--- config.mk ---
export PLATFORM = sky130hd
export DESIGN_NAME = charge_current_foldback_ctrl
export DESIGN_NICKNAME = d
export VERILOG_FILES = /design/src/rtl/charge_fold_pkg.sv /design/src/rtl/charge_current_foldback_ctrl.sv
export SDC_FILE = /design/constraint.sdc
export NUM_CORES = 1
export LEC_CHECK = 0
export BUFFER_PORTS_ARGS = -buffer_cell sky130_fd_sc_hd__buf_4
export CORE_MARGIN = 2
export CORE_UTILIZATION = 45
export CTS_CLUSTER_DIAMETER = 30
export DETAILED_ROUTE_END_ITERATION = 16
export PLACE_DENSITY = 0.72
export SKIP_CTS_REPAIR_TIMING = 1
export SLEW_MARGIN = 20
export SYNTH_ARGS = -nofsm -noshare
export SYNTH_HDL_FRONTEND = slang
export SYNTH_SLANG_ARGS = --single-unit
--- constraint.sdc ---
create_clock -name core_clk_i -period 9.9 [get_ports core_clk_i]
set_clock_uncertainty 0.15 [all_clocks]
set_input_delay 0.495 -clock core_clk_i [delete_from_list [all_inputs] [get_ports core_clk_i]]
set_output_delay 0.495 -clock core_clk_i [all_outputs]
set_load 0.05 [all_outputs]
--- src/rtl/charge_fold_pkg.sv ---
package charge_fold_pkg;
    // ----------------------------------------
    // Register map
    // ----------------------------------------
    localparam logic [7:0] TEMP_REG_ADDR   = 8'h92;
    localparam logic [7:0] INPUT_REG_ADDR  = 8'h95;
    localparam logic [7:0] TEMP_REG_RESET  = 8'h05;
    localparam logic [7:0] INPUT_REG_RESET = 8'h00;
    localparam logic [7:0] TEMP_REG_MASK   = 8'hBF;
    localparam logic [7:0] INPUT_REG_MASK  = 8'h3F;
    localparam int FB_EN_BIT   = 7;
    localparam int JLIM_LSB    = 2;
    localparam int VSEL_LSB    = 0;
    localparam int VSEL_W      = 3;
    localparam int LOOP_STOP_BIT = 5;
    localparam logic [1:0] JLIM_RESERVED = 2'h3;
    // ----------------------------------------
    // Currents and timing
    // ----------------------------------------
    localparam int CUR_W       = 11;
    localparam logic [10:0] MIN_CURRENT_MA = 11'h064;
    localparam logic [10:0] IN_LIM_RESET   = 11'h7FF;
    localparam int CLK_HZ      = 50_000_000;
    localparam int STEP_MS     = 10;
    localparam int STEP_CYCLES = CLK_HZ / 1000 * STEP_MS;
    localparam int DEBOUNCE_US = 10;
    localparam int DEBOUNCE_CYCLES = CLK_HZ / 1_000_000 * DEBOUNCE_US;
    typedef enum logic [2:0] {
        TH_FULL, TH_HALF, TH_QUARTER, TH_EIGHTH, TH_HOT
    } thermal_state_t;
endpackage

--- src/rtl/charge_current_foldback_ctrl.sv ---
`timescale 1ns/1ps
module charge_current_foldback_ctrl
    import charge_fold_pkg::*;
#(
    parameter int STEP_CNT     = STEP_CYCLES,
    parameter int DEBOUNCE_CNT = DEBOUNCE_CYCLES,
    parameter logic [10:0] STEP_MA = 11'h032
) (
    input  wire logic              core_clk_i,
    input  wire logic              rst_i,
    input  wire logic              reg_wr_i,
    input  wire logic [7:0]        reg_addr_i,
    input  wire logic [7:0]        reg_wdata_i,
    output logic      [7:0]        reg_rdata_o,
    input  wire logic              low_power_state_i,
    input  wire logic [10:0]       cc_program_ma_i,
    input  wire logic              tj_stage_zero_i,
    input  wire logic              tj_stage_zero_hys_i,
    input  wire logic              tj_stage_one_i,
    input  wire logic              tj_stage_one_hys_i,
    input  wire logic              tj_stage_two_i,
    input  wire logic              tj_stage_two_hys_i,
    input  wire logic              tj_125_i,
    input  wire logic              tj_120_i,
    input  wire logic              vin_above_reg_i,
    input  wire logic              vin_collapse_i,
    output logic [10:0]            charge_target_ma_o,
    output logic                   thermal_event_irq_o,
    output logic                   thermal_loop_sense_o,
    output logic                   input_event_irq_o,
    output logic                   input_power_loop_o,
    output logic [2:0]             thermal_stage_o,
    output logic [2:0]             input_regulation_voltage_o
);
    // ----------------------------------------
    // Comparator synchronisers
    // ----------------------------------------
    logic [9:0] cmp_raw, cmp_s1_q, cmp_s1_d, cmp_s2_q, cmp_s2_d;
    assign cmp_raw = {vin_collapse_i, vin_above_reg_i, tj_120_i, tj_125_i,
                      tj_stage_two_hys_i, tj_stage_two_i, tj_stage_one_hys_i,
                      tj_stage_one_i, tj_stage_zero_hys_i, tj_stage_zero_i};
    always_comb begin
        cmp_s1_d = cmp_raw;
        cmp_s2_d = cmp_s1_q;
    end
    always_ff @(posedge core_clk_i) begin
        cmp_s1_q <= rst_i ? 10'h000 : cmp_s1_d;
        cmp_s2_q <= rst_i ? 10'h000 : cmp_s2_d;
    end
    logic t0, t0h, t1, t1h, t2, t2h, t125, t120, v_ok, v_col;
    assign {v_col, v_ok, t120, t125, t2h, t2, t1h, t1, t0h, t0} = cmp_s2_q;

    // ----------------------------------------
    // Registers
    // ----------------------------------------
    logic [7:0] temp_reg_q, temp_reg_d, in_reg_q, in_reg_d;
    always_comb begin
        temp_reg_d = temp_reg_q;
        in_reg_d   = in_reg_q;
        if (reg_wr_i && reg_addr_i == TEMP_REG_ADDR)
            temp_reg_d = reg_wdata_i & TEMP_REG_MASK;
        if (reg_wr_i && reg_addr_i == INPUT_REG_ADDR)
            in_reg_d = reg_wdata_i & INPUT_REG_MASK;
    end
    always_ff @(posedge core_clk_i) begin
        temp_reg_q <= rst_i ? TEMP_REG_RESET : temp_reg_d;
        in_reg_q   <= rst_i ? INPUT_REG_RESET : in_reg_d;
    end
    always_comb begin
        unique case (reg_addr_i)
            TEMP_REG_ADDR:  reg_rdata_o = temp_reg_q;
            INPUT_REG_ADDR: reg_rdata_o = in_reg_q;
            default:        reg_rdata_o = 8'h00;
        endcase
    end
    logic [1:0] jlim;
    logic       fb_en;
    assign jlim  = temp_reg_q[JLIM_LSB +: 2];
    assign fb_en = temp_reg_q[FB_EN_BIT];
    assign input_regulation_voltage_o = in_reg_q[VSEL_LSB +: VSEL_W];

    // ----------------------------------------
    // Thermal foldback state machine
    // ----------------------------------------
    // Stage comparators sit at base+15k; jlim picks which exist below 125
    thermal_state_t th_q, th_d;
    logic z_ok, o_ok, w_ok;
    assign z_ok = (jlim != JLIM_RESERVED);
    assign o_ok = (jlim == 2'h0) || (jlim == 2'h1);
    assign w_ok = (jlim == 2'h0);
    always_comb begin
        th_d = th_q;
        if (!fb_en || low_power_state_i) begin
            th_d = TH_FULL;
        end else begin
            unique case (th_q)
                TH_FULL: begin
                    if (t125) th_d = TH_HOT;
                    else if (z_ok && t0) th_d = TH_HALF;
                end
                TH_HALF: begin
                    if (t125) th_d = TH_HOT;
                    else if (o_ok && t1) th_d = TH_QUARTER;
                    else if (!z_ok || !t0h) th_d = TH_FULL;
                end
                TH_QUARTER: begin
                    if (t125) th_d = TH_HOT;
                    else if (w_ok && t2) th_d = TH_EIGHTH;
                    else if (!o_ok || !t1h) th_d = TH_HALF;
                end
                TH_EIGHTH: begin
                    if (t125) th_d = TH_HOT;
                    else if (!w_ok || !t2h) th_d = TH_QUARTER;
                end
                TH_HOT: begin
                    if (!t120) th_d = TH_EIGHTH;
                end
                default: th_d = TH_FULL;
            endcase
        end
    end
    always_ff @(posedge core_clk_i) begin
        th_q <= rst_i ? TH_FULL : th_d;
    end
    // Thermal state drives the status outputs and the foldback target; no fault path exists here
    assign thermal_event_irq_o  = (th_q != th_d);
    assign thermal_loop_sense_o = (th_q != TH_FULL);
    assign thermal_stage_o      = th_q;

    function automatic logic [10:0] clamp_min(input logic [10:0] v);
        return (v < MIN_CURRENT_MA) ? MIN_CURRENT_MA : v;
    endfunction

    logic [10:0] th_target;
    always_comb begin
        unique case (th_q)
            TH_HALF:    th_target = clamp_min(cc_program_ma_i >> 1);
            TH_QUARTER: th_target = clamp_min(cc_program_ma_i >> 2);
            TH_EIGHTH:  th_target = clamp_min(cc_program_ma_i >> 3);
            TH_HOT:     th_target = MIN_CURRENT_MA;
            default:    th_target = cc_program_ma_i;
        endcase
    end

    // ----------------------------------------
    // Input voltage regulation loop
    // ----------------------------------------
    logic [10:0] in_lim_q, in_lim_d;
    logic [22:0] step_q, step_d;
    logic [15:0] deb_q, deb_d;
    logic        ramp_q, ramp_d, irq_q, irq_d;
    logic        loop_stop;
    assign loop_stop = in_reg_q[LOOP_STOP_BIT];
    always_comb begin
        in_lim_d = in_lim_q;
        step_d   = step_q;
        ramp_d   = ramp_q;
        deb_d    = v_ok ? 16'h0000 : deb_q;
        irq_d    = 1'b0;
        if (!v_ok && deb_q != 16'(DEBOUNCE_CNT)) begin
            deb_d = deb_q + 16'h0001;
            irq_d = (deb_q == 16'(DEBOUNCE_CNT - 1));
        end
        if (loop_stop) begin
            in_lim_d = cc_program_ma_i;
            ramp_d   = 1'b0;
        end else if (v_col) begin
            in_lim_d = MIN_CURRENT_MA;
            ramp_d   = 1'b1;
            step_d   = 23'h000000;
        end else if (ramp_q) begin
            if (step_q == 23'(STEP_CNT - 1)) begin
                step_d = 23'h000000;
                if (!v_ok || in_lim_q >= cc_program_ma_i)
                    ramp_d = 1'b0;
                else
                    in_lim_d = in_lim_q + STEP_MA;
            end else begin
                step_d = step_q + 23'h000001;
            end
        end else if (!v_ok && in_lim_q > MIN_CURRENT_MA) begin
            in_lim_d = in_lim_q - 11'h001;
        end else if (in_lim_q < cc_program_ma_i && v_ok) begin
            in_lim_d = in_lim_q + 11'h001;
        end
    end
    always_ff @(posedge core_clk_i) begin
        in_lim_q <= rst_i ? IN_LIM_RESET : in_lim_d;
        step_q   <= rst_i ? 23'h000000 : step_d;
        deb_q    <= rst_i ? 16'h0000 : deb_d;
        ramp_q   <= rst_i ? 1'b0 : ramp_d;
        irq_q    <= rst_i ? 1'b0 : irq_d;
    end
    assign input_event_irq_o  = irq_q;
    assign input_power_loop_o = ramp_q || (in_lim_q < cc_program_ma_i);

    // ----------------------------------------
    // Final target
    // ----------------------------------------
    logic [10:0] tgt_q, tgt_d;
    always_comb begin
        tgt_d = cc_program_ma_i;
        if (th_target < tgt_d) tgt_d = th_target;
        if (in_lim_q < tgt_d) tgt_d = in_lim_q;
    end
    always_ff @(posedge core_clk_i) begin
        tgt_q <= rst_i ? 11'h000 : tgt_d;
    end
    assign charge_target_ma_o = tgt_q;

    // ----------------------------------------
    // Assertions
    // ----------------------------------------
    a_hot_forces_min: assert property (@(posedge core_clk_i) disable iff (rst_i)
        th_q == TH_HOT |-> th_target == MIN_CURRENT_MA)
        else $error("hot stage target not minimum");
    a_lowpower_full: assert property (@(posedge core_clk_i) disable iff (rst_i)
        low_power_state_i |=> th_q == TH_FULL)
        else $error("foldback active in low power");
    a_disabled_full: assert property (@(posedge core_clk_i) disable iff (rst_i)
        !fb_en |=> th_q == TH_FULL)
        else $error("foldback active while disabled");
    a_floor_min: assert property (@(posedge core_clk_i) disable iff (rst_i)
        th_q != TH_FULL |-> th_target >= MIN_CURRENT_MA)
        else $error("foldback below floor");
    a_collapse_min: assert property (@(posedge core_clk_i) disable iff (rst_i)
        v_col && !loop_stop |=> in_lim_q == MIN_CURRENT_MA)
        else $error("collapse not forced");
    a_event_on_change: assert property (@(posedge core_clk_i) disable iff (rst_i)
        thermal_event_irq_o |=> th_q != $past(th_q))
        else $error("event without state change");
    a_hot_exit: assert property (@(posedge core_clk_i) disable iff (rst_i)
        th_q == TH_HOT && t120 && fb_en && !low_power_state_i |=> th_q == TH_HOT)
        else $error("hot stage left early");
    a_target_min: assert property (@(posedge core_clk_i) disable iff (rst_i)
        1'b1 |=> tgt_q <= $past(in_lim_q) && tgt_q <= $past(th_target))
        else $error("target not minimum");
    a_jlim_reserved: assert property (@(posedge core_clk_i) disable iff (rst_i)
        jlim == JLIM_RESERVED && th_q == TH_FULL && !t125 |=> th_q == TH_FULL)
        else $error("reserved code folded");
    c_half: cover property (@(posedge core_clk_i) th_q == TH_FULL ##1 th_q == TH_HALF);
    c_hot: cover property (@(posedge core_clk_i) th_q == TH_HOT);
    c_collapse: cover property (@(posedge core_clk_i) v_col ##1 ramp_q);
    c_input_irq: cover property (@(posedge core_clk_i) input_event_irq_o);
    c_ramp_stop: cover property (@(posedge core_clk_i) ramp_q ##1 !ramp_q);

    // ----------------------------------------
    // Thermal stage transitions
    // ----------------------------------------
    // Each stage is checked one edge at a time; a skipped quarter stage must never follow the half stage
    a_half_entry: assert property (@(posedge core_clk_i) disable iff (rst_i)
        th_q == TH_FULL && fb_en && !low_power_state_i && z_ok && t0 && !t125
        |=> th_q == TH_HALF) else $error("half stage not entered");
    a_half_hold: assert property (@(posedge core_clk_i) disable iff (rst_i)
        th_q == TH_HALF && fb_en && !low_power_state_i && !t125 && !(o_ok && t1)
        && z_ok && t0h |=> th_q == TH_HALF) else $error("half stage left early");
    a_quarter_entry: assert property (@(posedge core_clk_i) disable iff (rst_i)
        th_q == TH_HALF && fb_en && !low_power_state_i && !t125 && o_ok && t1
        |=> th_q == TH_QUARTER) else $error("quarter stage not entered");
    a_quarter_hold: assert property (@(posedge core_clk_i) disable iff (rst_i)
        th_q == TH_QUARTER && fb_en && !low_power_state_i && !t125 && !(w_ok && t2)
        && o_ok && t1h |=> th_q == TH_QUARTER) else $error("quarter stage left early");
    a_quarter_exit: assert property (@(posedge core_clk_i) disable iff (rst_i)
        th_q == TH_QUARTER && fb_en && !low_power_state_i && !t125 && !(w_ok && t2)
        && (!o_ok || !t1h) |=> th_q == TH_HALF) else $error("quarter stage not left");
    a_eighth_entry: assert property (@(posedge core_clk_i) disable iff (rst_i)
        th_q == TH_QUARTER && fb_en && !low_power_state_i && !t125 && w_ok && t2
        |=> th_q == TH_EIGHTH) else $error("eighth stage not entered");
    a_eighth_hold: assert property (@(posedge core_clk_i) disable iff (rst_i)
        th_q == TH_EIGHTH && fb_en && !low_power_state_i && !t125 && w_ok && t2h
        |=> th_q == TH_EIGHTH) else $error("eighth stage left early");
    a_hot_entry: assert property (@(posedge core_clk_i) disable iff (rst_i)
        th_q != TH_HOT && fb_en && !low_power_state_i && t125
        |=> th_q == TH_HOT) else $error("hot stage not entered");
    a_hot_release: assert property (@(posedge core_clk_i) disable iff (rst_i)
        th_q == TH_HOT && fb_en && !low_power_state_i && !t120
        |=> th_q == TH_EIGHTH) else $error("hot stage not released");
    a_stage_skip: assert property (@(posedge core_clk_i) disable iff (rst_i)
        th_q == TH_HALF && !o_ok |=> th_q != TH_QUARTER)
        else $error("omitted stage entered");

    // ----------------------------------------
    // Input loop and registers
    // ----------------------------------------
    // While ramping without collapse or loop stop, limit only moves on a step boundary, so a slow source has time to recover
    a_ramp_hold: assert property (@(posedge core_clk_i) disable iff (rst_i)
        ramp_q && !loop_stop && !v_col && step_q != 23'(STEP_CNT - 1)
        |=> in_lim_q == $past(in_lim_q)) else $error("ramp moved between steps");
    a_ramp_stop: assert property (@(posedge core_clk_i) disable iff (rst_i)
        ramp_q && !loop_stop && !v_col && step_q == 23'(STEP_CNT - 1) && !v_ok
        |=> !ramp_q) else $error("ramp kept climbing with input low");
    a_irq_single: assert property (@(posedge core_clk_i) disable iff (rst_i)
        input_event_irq_o |=> !input_event_irq_o)
        else $error("input event longer than one cycle");
    a_stop_pass: assert property (@(posedge core_clk_i) disable iff (rst_i)
        loop_stop |=> in_lim_q == $past(cc_program_ma_i))
        else $error("stopped loop still limits");
    a_reserved_zero: assert property (@(posedge core_clk_i) disable iff (rst_i)
        (temp_reg_q & ~TEMP_REG_MASK) == 8'h00 && (in_reg_q & ~INPUT_REG_MASK) == 8'h00)
        else $error("reserved register bit set");
endmodule

==> results.md, run 1 <==
Placed design:
- The number of input and output port buffers inserted is 67.
- The number of cells after detailed placement is 1009.
- The HPWL after detailed placement is 11.2 mm.
- The last weighted congestion value of the routability-driven placer is 0.909.
- OpenSTA, run right after detailed placement, puts the worst setup slack at 4410 ps.

Die:
- The count of standard-cell rows is 43.
- 70 I/O pins were placed.
- The initial utilization of the core area, before any placement, comes to 0.461.
- The die covers 15200 um^2.
- The chip width is 123 um.
- The total area inside the core boundary comes to 13900 um^2.
- The height of the die is 123 um.

Logic synthesis:
- For this run, the number of Yosys warnings is 0.
- Counting flops with an async set or reset pin after synthesis yields a share of 0.
- The number of nets handed over by synthesis was 893.
- The sequential element share of the synthesized area is 0.310.
- Synthesis instantiated 72 different standard cells from the library.
- The most instantiated flip-flop cell in the synthesis netlist is dfxtp_1.
- The commonest cells after synthesis are dfxtp_1, nor2_1, nand2_1.
- After synthesis, the cell types taking the most area are dfxtp_1, ha_1, a21oi_1.
- The mapped cell area is 6400 um^2.
- The synthesized design contains 99 register bits.
- A synthesized cell averages 7.92 um^2.
- The cell type with the highest aggregate area in the netlist is dfxtp_1.
- The number of enable flip-flop cells after synthesis is 0.
- The synthesized netlist cell count is 808.
- Among all cell types in the netlist, the one instantiated most often is dfxtp_1.
- The share of synthesized area in the top cell type comes to 0.310.

Setup path:
- The worst setup path is captured at a flip-flop.
- For the worst setup path, the data arrival time is 5660 ps.
- The startpoint identified for the worst register-to-register timing path is thermal_stage_o[1]$_SDFF_PP0_.
- STA classifies the critical path startpoint as a flip-flop.
- The data required time of the critical path is 9990 ps.
- The critical path class is flip-flop to flip-flop.
- Across all register-to-register paths, the minimum setup slack is 4320 ps.
- The top fanout value on the critical path is 22.
- The count of cells along the worst register-to-register path is 19.
- The capture point of the worst reg-to-reg path is charge_target_ma_o[5]$_SDFF_PP0_.

Clock network:
- The number of buffers created by CTS is 9.
- After clock tree synthesis, the clock-pin slew on the worst setup and hold paths is 70 ps.
- The tree is rooted in a clkbuf_16.
- The number of clock sinks is 99.
- The clock tree from TritonCTS is built.
- The total number of H-tree levels is 3.
- The clock tree buffer depth is 2.
- The clock latency of the later-clocked register in the worst-skew pair is 350 ps.

Cells and area:
- The multi-input combinational cells in the finished layout cover a total of 4040 um^2.
- The fraction of final layout cells sized beyond drive strength 1 is 0.124.
- The number of filler instances in the final layout is 1342.
- 0 antenna diodes ended up in the layout.
- The final net count is 925.
- The area growth from synthesis to layout is 12.8%.
- The flip-flop and latch area is 1980 um^2.
- Leaving out filler cells and counting taps, the final layout contains 1025.

Timing:
- The post-route worst hold slack is 202 ps.
- The share of the cycle needed by the critical path after routing is 0.563.
- The max-slew violation count came to 0.
- The count of endpoints failing hold in the final timing report was 0.
- Adding up every negative setup slack in the final design gives 0 ps.
- The achievable frequency is 0.179 GHz.
- After layout, the worst setup slack is 4320 ps.
- The worst-case headroom to the max-slew limit is 0.371.
- The total of endpoints with negative setup slack in the final report is 0.
- The post-route minimum period is 5580 ps.
- Setup repair after global routing left no endpoint under its margin.
- For the pin with the worst max-slew slack, the measured transition is 942 ps.

Pwr:
- The relative contribution of sequential cells to total power is 0.387.
- The combinational fraction of design power is 0.303.
- The power per cell area is 164 nW/um^2.
- The share of total power dissipated in the clock network is 0.310.
- Internal power comes to 0.773 mW.
- The worst-case IR drop observed on VDD is 0.152 mV.
- The switching power total is 0.409 mW.
- The switching share of total power is 0.346.
- The analysis attributes to cell leakage a power of 2.87 nW.

Worst hold path:
- The hold path endpoint is cmp_s1_q[7]$_SDFF_PP0_.
- The origin of the worst min-delay path is tj_120_i.
- Counting instances, the worst hold path has a depth of 2.
- The path class of the lowest-slack min-delay path is input pin to flip-flop.

Job:
- The tool flagged a number of max-cap violations equal to 0.

Drt:
- The post-detailed-route DRC marker count is 0.
- After detailed routing, the average wire length per cell comes to 15.5 um.
- The routed via count is 5969.
- The count of nets left with antenna violations after detail routing is 0.
- The violation count after the first detailed-routing iteration is 403.
- Signal routing reaches up to met4.
- The routed design uses 725 um of met3 wire.
- The met2 wire length is 7.63 mm.
- Using the TritonRoute via totals, the vias-per-cell ratio works out to 5.82.
- The detailed router put a total of 7.16 mm of wire on met1.
- For this run, the detailed router's first-pass iteration total came to 7.
- The sum of routed wire length over all layers is 15.9 mm.

GRT:
- In the global route stage, overall resource usage came out at 0.212.
- The global-route wire length before repair is 26.1 mm.
- Entering global routing, the biggest net connects 69 pins.
- The number of antenna violations at the first check in global routing is 0.
- Global routing finished with a remaining overflow of 0.
- The via count of the first global-routing pass is 5445.

Run status:
- The run finished with clean final reports.
[stage by stage]
step                 util  cell area, um^2  power (mW)
finish              0.520             7220        1.18
global route        0.520             7220        1.25
CTS                 0.520             7220        1.19
detailed placement  0.498             6910       0.818
global placement    0.498             6910       0.812
floorplan               -             6400       0.733
[cells in the final DEF (no fill, tap or decap), types with 4 or more instances in the layout]
| master | instances |
|---|---|
| o21a_1 | 4 |
| nand3_1 | 46 |
| o31ai_1 | 6 |
| dfxtp_1 | 99 |
| buf_4 | 70 |
| a311oi_1 | 13 |
| xnor2_1 | 13 |
| inv_1 | 34 |
| or3_1 | 6 |
| nor2b_1 | 28 |
| a21o_1 | 8 |
| xor2_1 | 13 |
| o21ai_0 | 36 |
| o21ai_1 | 10 |
| nor2_1 | 76 |
| nand2_1 | 73 |
| nor4_1 | 5 |
| clkbuf_16 | 9 |
| nand4_1 | 15 |
| a22o_1 | 9 |
| a22oi_1 | 10 |
| and2_1 | 11 |
| nand2b_1 | 8 |
| a211oi_1 | 8 |
| mux2i_1 | 21 |
| nor3_1 | 16 |
| and3_1 | 7 |
| o211ai_1 | 7 |
| ha_1 | 43 |
| nor4b_1 | 4 |
| a31oi_1 | 7 |
| a21oi_1 | 59 |
| o2111ai_1 | 4 |
[critical path, stage by stage (launching register included)]
cell	delay, ps
dfxtp_1	820
inv_1	370
a211oi_1	410
a22o_1	200
a221o_1	130
ha_1	260
a21oi_1	190
o221a_2	220
nand2b_1	120
a21oi_2	80
nor2_4	330
mux2i_1	330
ha_1	300
a21o_1	160
a21o_1	160
a21oi_1	180
o211ai_1	110
a41o_1	500
mux2i_1	230
and2_1	200
[cell type report]
cell class                      instances  share of cell area
Tap cell                              180              0.0312
Sequential cell                        99               0.274
Multi-Input combinational cell        625               0.560
Clock buffer                            9              0.0312
Timing Repair Buffer                   70              0.0728
Clock inverter                          7              0.0121
Inverter                               35              0.0182
[power groups by stage]
stage / Combinational, mW / Sequential [mW] / Clock (mW)
after floorplan: 0.242 / 0.491 / 0
after global placement: 0.347 / 0.465 / 0
after detailed placement: 0.353 / 0.466 / 0
after CTS: 0.355 / 0.456 / 0.373
after global routing: 0.395 / 0.460 / 0.391
final: 0.358 / 0.457 / 0.366
[routing by layer]
| layer | up-vias | global-route usage |
|---|---|---|
| met3 | 32 | 0.0383 |
| li1 | 2992 | - |
| met2 | 156 | 0.354 |
| met4 | 0 | 0.0717 |
| met1 | 2789 | 0.274 |
| met5 | - | 0 |
[logic make-up (layout without fill, tap and decap cells)]
group                      after synthesis  count (layout)  share of synthesized area
other                                    1               1                   0.000586
buffers and inverters                   84             121                     0.0598
AOI/OAI and AO/OA                      218             218                      0.227
muxes                                   22              22                     0.0346
DFF                                     99              99                      0.310
adders and majority gates               44              44                     0.0872
xor gates and xnor gates                26              26                     0.0356
and+or+nand+nor                        314             314                      0.245
[worst max-delay path by stage]
stage,from,end,cells after the start,slack [ps]
floorplan,thermal_stage_o[0]$_SDFF_PP0_,charge_target_ma_o[6]$_SDFF_PP0_,23,5090
global placement,thermal_stage_o[1]$_SDFF_PP0_,charge_target_ma_o[9]$_SDFF_PP0_,19,4490
detailed placement,thermal_stage_o[1]$_SDFF_PP0_,charge_target_ma_o[0]$_SDFF_PP0_,18,4410
CTS,thermal_stage_o[1]$_SDFF_PP0_,charge_target_ma_o[0]$_SDFF_PP0_,18,4390
global route,thermal_stage_o[1]$_SDFF_PP0_,charge_target_ma_o[9]$_SDFF_PP0_,19,3930
finish,thermal_stage_o[1]$_SDFF_PP0_,charge_target_ma_o[5]$_SDFF_PP0_,19,4320
[flip-flops by register name, indices dropped and copies added (netlist names)]
signal / cells
step_q: 23
deb_q: 16
charge_target_ma_o: 11
in_lim_q: 11
cmp_s1_q: 10
cmp_s2_q: 10
temp_reg_q: 7
in_reg_q: 6
thermal_stage_o: 3
input_event_irq_o: 1
ramp_q: 1
(Power assumes the default switching activity.)
==> inputs of run 2 (changes only) <==
--- a/config.mk
+++ b/config.mk
@@ -10,7 +10,7 @@
 export CORE_UTILIZATION = 45
 export CTS_CLUSTER_DIAMETER = 30
 export DETAILED_ROUTE_END_ITERATION = 16
-export PLACE_DENSITY = 0.72
+export PLACE_DENSITY = 0.74
 export SKIP_CTS_REPAIR_TIMING = 1
 export SLEW_MARGIN = 20
 export SYNTH_ARGS = -nofsm -noshare
==> constraint.sdc (replaced) <==
create_clock -name core_clk_i -period 4.45 [get_ports core_clk_i]
set_clock_uncertainty 0.15 [all_clocks]
set_input_delay 0.2225 -clock core_clk_i [delete_from_list [all_inputs] [get_ports core_clk_i]]
set_output_delay 0.2225 -clock core_clk_i [all_outputs]
set_load 0.05 [all_outputs]
==> results.md, run 2 (synthesized netlist as in run 1, its figures left out) <==
Run status:
- The run finished, with violations left.
- The checks that failed: negative hold slack, negative setup slack.

Setup path:
- The slowest stage of the critical path is the a222oi_1 cell.
- STA classifies the critical path startpoint as a flip-flop.
- The largest incremental delay on the critical path is 400 ps (-420 ps).
- The worst setup path is captured at a flip-flop.
- Walking the worst path, the cells encountered are buf_6 > nand2b_4 > o22ai_2 > a222oi_1 > a21oi_1 > nand2_1 > ha_1 > nand3_2 > nor3_2 > nor3_2 > a21oi_4 > nor2_4 > mux2i_2 > ha_1 > a21oi_1 > nor2b_1 > o21ai_1 > o211ai_1 > a41o_1 > buf_12 > mux2i_1 > and2_1.
- The data required time of the critical path was 4540 ps (-5450 ps).
- The critical path arrival was 4560 ps (-1100 ps).
- The critical path class is flip-flop to flip-flop.
- The top fanout value on the critical path was 8 (-64%).

Timing:
- The worst-case headroom to the max-slew limit is 0.342 (-0.0291).
- The max-slew violation count is 0 (unchanged).
- The total of endpoints with negative setup slack in the final report is 6 (+6).
- Setup repair after global routing could not meet its margin everywhere.
- The final worst-path setup slack came to -23.6 ps (-4350 ps).
- The post-route worst hold slack is -4.77 ps (-207 ps).
- The count of endpoints failing hold in the final timing report is 1 (+1).
- The setup TNS after final layout was -82.2 ps (-82.2 ps).
- The share of the cycle needed by the critical path after routing is 1.01 (+0.442).
- The measured slew at the worst slew-check pin is 986 ps (+43.7 ps).
- The achievable frequency is 0.224 GHz (+25%).
- The post-route minimum period is 4470 ps (-1100 ps).

Drt:
- The mean routed wirelength per cell is 15.6 um (+0.53%).
- The violation count after the first detailed-routing iteration is 496 (+23%).
- The post-detailed-route DRC marker count was 0 (unchanged).
- The routed via count is 6368 (+6.7%).
- The sum of routed wire length over all layers is 17.2 mm (+8.4%).
- The via-per-instance ratio was 5.76 (-1.0%).
- The count of nets left with antenna violations after detail routing is 0 (unchanged).
- The total iterations of the first detailed-routing run is 6 (-1).

GRT:
- The number of antenna violations at the first check in global routing is 0 (unchanged).
- The global-route wire length before repair is 26.1 mm (+0.16%).
- The total grt overflow came to 0 (unchanged).
- The via count of the first global-routing pass is 5547 (+1.9%).
- The largest net degree at the start of global routing is 69 (unchanged).
- The global router's overall resource usage is 0.212 (+0.000681).

Placed design:
- The HPWL after detailed placement was 11.7 mm (+4.2%).
- The worst setup slack before clock tree synthesis is -90.9 ps (-4500 ps).
- The total placed instance area was 7220 um^2 (+4.5%).
- The number of input and output port buffers inserted is 67 (unchanged).
- The last weighted congestion value of the routability-driven placer was 0.918 (+1.1%).

Die:
- The chip width is 123 um (unchanged).
- The count of standard-cell rows is 43 (unchanged).
- The initial cell density of the core is 0.461 (unchanged).
- The core region area is 13900 um^2 (unchanged).
- The height of the die came to 123 um (unchanged).
- The total die area was 15200 um^2 (unchanged).
- The number of primary I/O pins came to 70 (unchanged).

Cells and area:
- Leaving out fill and tap cells, the most frequent cell in the layout is buf_4.
- The flip-flop and latch area is 1990 um^2 (+0.57%).
- step_q holds more flip-flops than any other register.
- The number of inserted diodes is 0 (unchanged).
- The number of filler instances in the final layout was 1198 (-11%).
- From synthesis to final layout, the design area changed by 27.6%.
- The largest registers in the layout are step_q (23), deb_q (16).
- The library cells used most frequently in the layout, excluding fill and tap cells, are buf_4, dfxtp_1, nand2_1, nor2_1, a21oi_1.
- The number of flip-flops under the largest register name is 23 (unchanged).
- The fraction of final layout cells sized beyond drive strength 1 came to 0.224 (+0.0995).
- The final net count is 1005 (+8.6%).
- The final standard cell area without fillers came to 8170 um^2 (+13%).
- The multi-input gate area in the final layout is 4280 um^2 (+5.8%).

Worst hold path:
- The path class of the tightest hold or removal check is input pin to flip-flop.

Clock network:
- The clock latency of the later-clocked register in the worst-skew pair is 340 ps (about the same).
- The clock tree buffer depth was 2 (unchanged).
- The total number of H-tree levels is 3 (unchanged).
- The clock transition time at the flip-flop clock pins of the worst setup and hold paths is 70 ps (about the same).
- The number of buffers created by CTS was 9 (unchanged).
- The number of clock sinks is 99 (unchanged).
- The root buffer cell chosen for the clock tree is clkbuf_16.
- The clock tree from TritonCTS is built.

Job:
- The number of maximum-capacitance violations is 0 (unchanged).

Pwr:
- The static leakage is 3.30 nW (+15%).
- The power per cell area is 337 nW/um^2 (+110%).
- The peak supply drop is 0.257 mV (+69%).
[run 2: per-stage QoR]
stage / utilization / std cells / power (mW)
CTS: 0.543 / 1064 / 2.70
global placement: 0.520 / 1048 / 1.86
detailed placement: 0.520 / 1048 / 1.87
floorplan: - / 808 / 1.63
finish: 0.588 / 1105 / 2.75
global route: 0.588 / 1105 / 2.89
[run 2: report_power, final]
group | internal [mW] | switching (mW) | total, mW
clock | 0.464 | 0.362 | 0.825
combinational | 0.407 | 0.504 | 0.912
sequential | 0.942 | 0.0739 | 1.02
total | 1.81 | 0.940 | 2.75
[run 2: worst paths after layout]
check / start / to / slack [ps] / cells after the start
max: thermal_stage_o[1]$_SDFF_PP0_ / charge_target_ma_o[1]$_SDFF_PP0_ / -20 / 22
min: reg_wdata_i[4] / in_reg_q[4]$_SDFFE_PP0P_ / -5 / 3
max reg2reg: thermal_stage_o[1]$_SDFF_PP0_ / charge_target_ma_o[1]$_SDFF_PP0_ / -20 / 22
min reg2reg: cmp_s1_q[0]$_SDFF_PP0_ / cmp_s2_q[0]$_SDFF_PP0_ / 280 / 1
[run 2: area by class of cell]
cell class / instances / area share
sequential: 99 / 0.244
clock buffer: 10 / 0.0293
tap: 180 / 0.0276
inverter: 35 / 0.0165
multi-input combinational: 625 / 0.524
timing repair buffer: 150 / 0.149
clock inverter: 6 / 0.00965
[run 2: worst max-delay path: cells and delay by family, from the launching register on]
| family | cells | cell delay [ps] |
|---|---|---|
| flip-flops | 1 | 390 |
| multiplexers | 2 | 400 |
| adder cells (fa/ha/maj) | 2 | 540 |
| buffers and inverters | 2 | 290 |
| AO/OA/AOI/OAI | 8 | 1440 |
| AND/OR/NAND/NOR | 8 | 1150 |
[run 2: routing by layer]
layer | up-vias | share of wire | GRT usage
li1 | 3151 | - | -
met1 | 2985 | 0.44 | 0.271
met2 | 190 | 0.49 | 0.368
met3 | 42 | 0.050 | 0.0397
met4 | 0 | 0.022 | 0.0547
met5 | - | 0 | 0
==> inputs of run 3 (changes only) <==
--- a/config.mk
+++ b/config.mk
@@ -11,6 +11,7 @@
 export CTS_CLUSTER_DIAMETER = 30
 export DETAILED_ROUTE_END_ITERATION = 16
 export PLACE_DENSITY = 0.74
+export SETUP_SLACK_MARGIN = 0.3
 export SKIP_CTS_REPAIR_TIMING = 1
 export SLEW_MARGIN = 20
 export SYNTH_ARGS = -nofsm -noshare
==> constraint.sdc (replaced) <==
create_clock -name core_clk_i -period 3.75 [get_ports core_clk_i]
set_clock_uncertainty 0.15 [all_clocks]
set_input_delay 0.1875 -clock core_clk_i [delete_from_list [all_inputs] [get_ports core_clk_i]]
set_output_delay 0.1875 -clock core_clk_i [all_outputs]
set_load 0.05 [all_outputs]
==> results.md, run 3 (synthesized netlist as in run 1, its figures left out) <==
Die:
- The height of the die was 123 um (unchanged).
- The initial cell density of the core is 0.461 (unchanged).
- The number of primary I/O pins is 70 (unchanged).
- The total die area is 15200 um^2 (unchanged).
- The count of standard-cell rows is 43 (unchanged).
- The core region area is 13900 um^2 (unchanged).
- The chip width came to 123 um (unchanged).

Timing:
- The post-route worst hold slack came to -11.8 ps (-7.02 ps).
- The measured slew at the worst slew-check pin came to 970 ps (-15.6 ps).
- The count of endpoints failing hold in the final timing report is 1 (unchanged).
- The post-route minimum period is 4470 ps (-7.94 ps).
- The worst-case headroom to the max-slew limit is 0.352 (+0.0104).
- The total of endpoints with negative setup slack in the final report is 11 (+5).
- The achievable frequency is 0.224 GHz (+0.18%).
- The final worst-path setup slack is -716 ps (-692 ps).
- The max-slew violation count was 0 (unchanged).
- Setup repair after global routing could not meet its margin everywhere.
- The share of the cycle needed by the critical path after routing is 1.19 (+0.186).

Setup path:
- The count of cells along the worst register-to-register path is 23 (+4.5%).
- The top fanout value on the critical path is 6 (-2).
- The data required time of the critical path is 3840 ps (-700 ps).
- The worst register-to-register path ends at charge_target_ma_o[5]$_SDFF_PP0_.
- The flop-to-flop setup slack came to -720 ps (-690 ps).
- The endpoint kind of the worst setup timing path is a flip-flop.
- The critical path arrival is 4560 ps (about the same).
- The critical path class is flip-flop to flip-flop.
- The element type at the critical path start is a flip-flop.
- The reg-to-reg startpoint is thermal_stage_o[0]$_SDFF_PP0_.

Cells and area:
- The number of flip-flops under the largest register name is 23 (unchanged).
- In the layout the commonest cells are buf_4, dfxtp_1, nand2_1.
- The number of filler instances in the final layout is 1154 (-3.7%).
- The fraction of the core area covered by cells at the end of the flow is 0.624 (+0.0358).
- The library cell used most frequently in the layout, excluding fill and tap cells, is buf_4.
- The number of inserted diodes is 0 (unchanged).
- The final non-filler cell total came to 1163 (+5.2%).
- The final net count is 1064 (+5.9%).
- The final standard cell area without fillers was 8660 um^2 (+6.1%).
- The largest registers in the layout are step_q (23), deb_q (16).
- The register with the most flip-flops is step_q.
- The fraction of final layout cells sized beyond drive strength 1 is 0.275 (+0.0509).
- The layout-stage area growth over the synthesis result is 35.3%.

Job:
- The number of maximum-capacitance violations came to 0 (unchanged).

Placed design:
- The total placed instance area is 7830 um^2 (+8.4%).
- The number of cells after detailed placement is 1114 (+6.3%).
- The worst setup slack before clock tree synthesis is -686 ps (-595 ps).
- The HPWL after detailed placement came to 13.3 mm (+14%).
- The number of input and output port buffers inserted was 67 (unchanged).
- The last weighted congestion value of the routability-driven placer came to 0.947 (+3.1%).

Pwr:
- The static leakage is 3.55 nW (+7.7%).
- The switching share of total power is 0.351 (+0.00912).
- The power per cell area is 381 nW/um^2 (+13%).
- The switching power total was 1.16 mW (+23%).
- The combinational fraction of design power is 0.375 (+0.044).
- The relative contribution of sequential cells to total power is 0.357 (-0.012).
- The share of power burned in the clock network is 0.268 (-0.032).
- The total internal power is 2.15 mW (+18%).
- The peak supply drop was 0.347 mV (+35%).

GRT:
- The global-route wire length before repair came to 28.3 mm (+8.5%).
- The number of antenna violations at the first check in global routing is 0 (unchanged).
- The via count of the first global-routing pass came to 5941 (+7.1%).
- The largest net degree at the start of global routing is 69 (unchanged).
- The total grt overflow is 0 (unchanged).
- The global router's overall resource usage came to 0.236 (+0.0237).

Run status:
- The flow ran to the end, but the final reports show violations.
- The checks that failed: negative hold slack, negative setup slack.

Clock network:
- The total number of H-tree levels came to 3 (unchanged).
- The clock latency of the later-clocked register in the worst-skew pair is 350 ps (about the same).
- The number of clock sinks is 99 (unchanged).
- TritonCTS built the clock tree.
- The root cell of the clock tree is clkbuf_16.
- The clock tree buffer depth is 2 (unchanged).
- The clock transition time at the flip-flop clock pins of the worst setup and hold paths is 70 ps (about the same).
- The number of buffers created by CTS was 9 (unchanged).

Drt:
- The post-detailed-route DRC marker count came to 0 (unchanged).
- The sum of routed wire length over all layers was 18.9 mm (+10%).
- The count of nets left with antenna violations after detail routing is 0 (unchanged).
- The total iterations of the first detailed-routing run came to 7 (+1).
- The violation count after the first detailed-routing iteration is 494 (-0.40%).
- The via-per-instance ratio is 5.72 (-0.76%).
- The routed via count is 6651 (+4.4%).
- The mean routed wirelength per cell was 16.3 um (+4.7%).

Worst hold path:
- The worst hold path terminates at in_lim_q[0]$_SDFFE_PP1P_.
- The worst hold path begins at cc_program_ma_i[0].
- The path class of the lowest-slack min-delay path is input pin to flip-flop.
- The cell count of the worst hold path is 3 (unchanged).
run 3: cell types whose count changed in the layout (fill, tap and decap cells not counted), sizes merged:
cell and change:
buf +58, dlygate4sd3 +1, inv -1, clkbuf -1, bufinv -1, clkinv +2
run 3: how the worst max path moves through the flow:
| stage | from | endpoint | slack (ps) | cells past startpoint |
|---|---|---|---|---|
| 3_3_place_gp | cc_program_ma_i[6] | charge_target_ma_o[5]$_SDFF_PP0_ | -540 | 21 |
| 5_1_grt | thermal_stage_o[0]$_SDFF_PP0_ | charge_target_ma_o[5]$_SDFF_PP0_ | -920 | 23 |
| 3_5_place_dp | cc_program_ma_i[6] | charge_target_ma_o[5]$_SDFF_PP0_ | -690 | 21 |
| 6_report | thermal_stage_o[0]$_SDFF_PP0_ | charge_target_ma_o[5]$_SDFF_PP0_ | -720 | 23 |
| 2_1_floorplan | thermal_stage_o[0]$_SDFF_PP0_ | charge_target_ma_o[6]$_SDFF_PP0_ | -600 | 22 |
| 4_1_cts | thermal_stage_o[0]$_SDFF_PP0_ | charge_target_ma_o[5]$_SDFF_PP0_ | -610 | 21 |
run 3: critical path: stages, from the launching register on:
cell and delay [ps]:
dfxtp_4 370, buf_4 150, and2_4 140, o2111ai_2 80, a21oi_1 110, o31ai_1 320, buf_4 190, ha_1 250
a21oi_2 140, nor3_2 70, nor3_2 250, a21oi_4 110, nor2_4 220, mux2i_2 280, ha_1 290, buf_4 140
nand4_1 80, nor2_2 60, a21oi_1 180, o211ai_1 120, a41o_1 250, buf_6 150, mux2i_1 120, and2_1 160
run 3: power groups by stage:
stage	Clock (mW)	Combinational (mW)	Sequential (mW)
after CTS	0.905	1.12	1.17
after floorplan	0	0.647	1.29
final	0.887	1.24	1.18
after detailed placement	0	1.11	1.20
after global routing	0.954	1.34	1.19
after global placement	0	1.09	1.20
run 3: layout make-up:
type                            instances  area, um^2  share of cell area
Inverter                               35         135              0.0156
Clock inverter                          6        60.1             0.00693
Clock buffer                            9         225              0.0260
Sequential cell                        99        1990               0.230
Timing Repair Buffer                  209        1650               0.191
Tap cell                              180         225              0.0260
Multi-Input combinational cell        625        4370               0.505
run 3: layer usage:
layer  share of wire  vias to the layer above  wire length (um)  GRT usage
met5               0                        -                 0          0
met4           0.025                        0               480     0.0916
met3           0.048                       44               907     0.0327
met2            0.50                      190              9490      0.411
met1            0.43                     3129              8060      0.294
li1                -                     3288                 -          -
run 3: per-stage QoR:
| stage | setup TNS [ps] | power, mW | hold WS (ps) |
|---|---|---|---|
| floorplan | -5760 | 1.94 | 164 |
| global placement | -5580 | 2.29 | 250 |
| detailed placement | -7300 | 2.31 | 252 |
| CTS | -6450 | 3.20 | -124 |
| global route | -9700 | 3.48 | 16.0 |
| finish | -7410 | 3.30 | -11.8 |
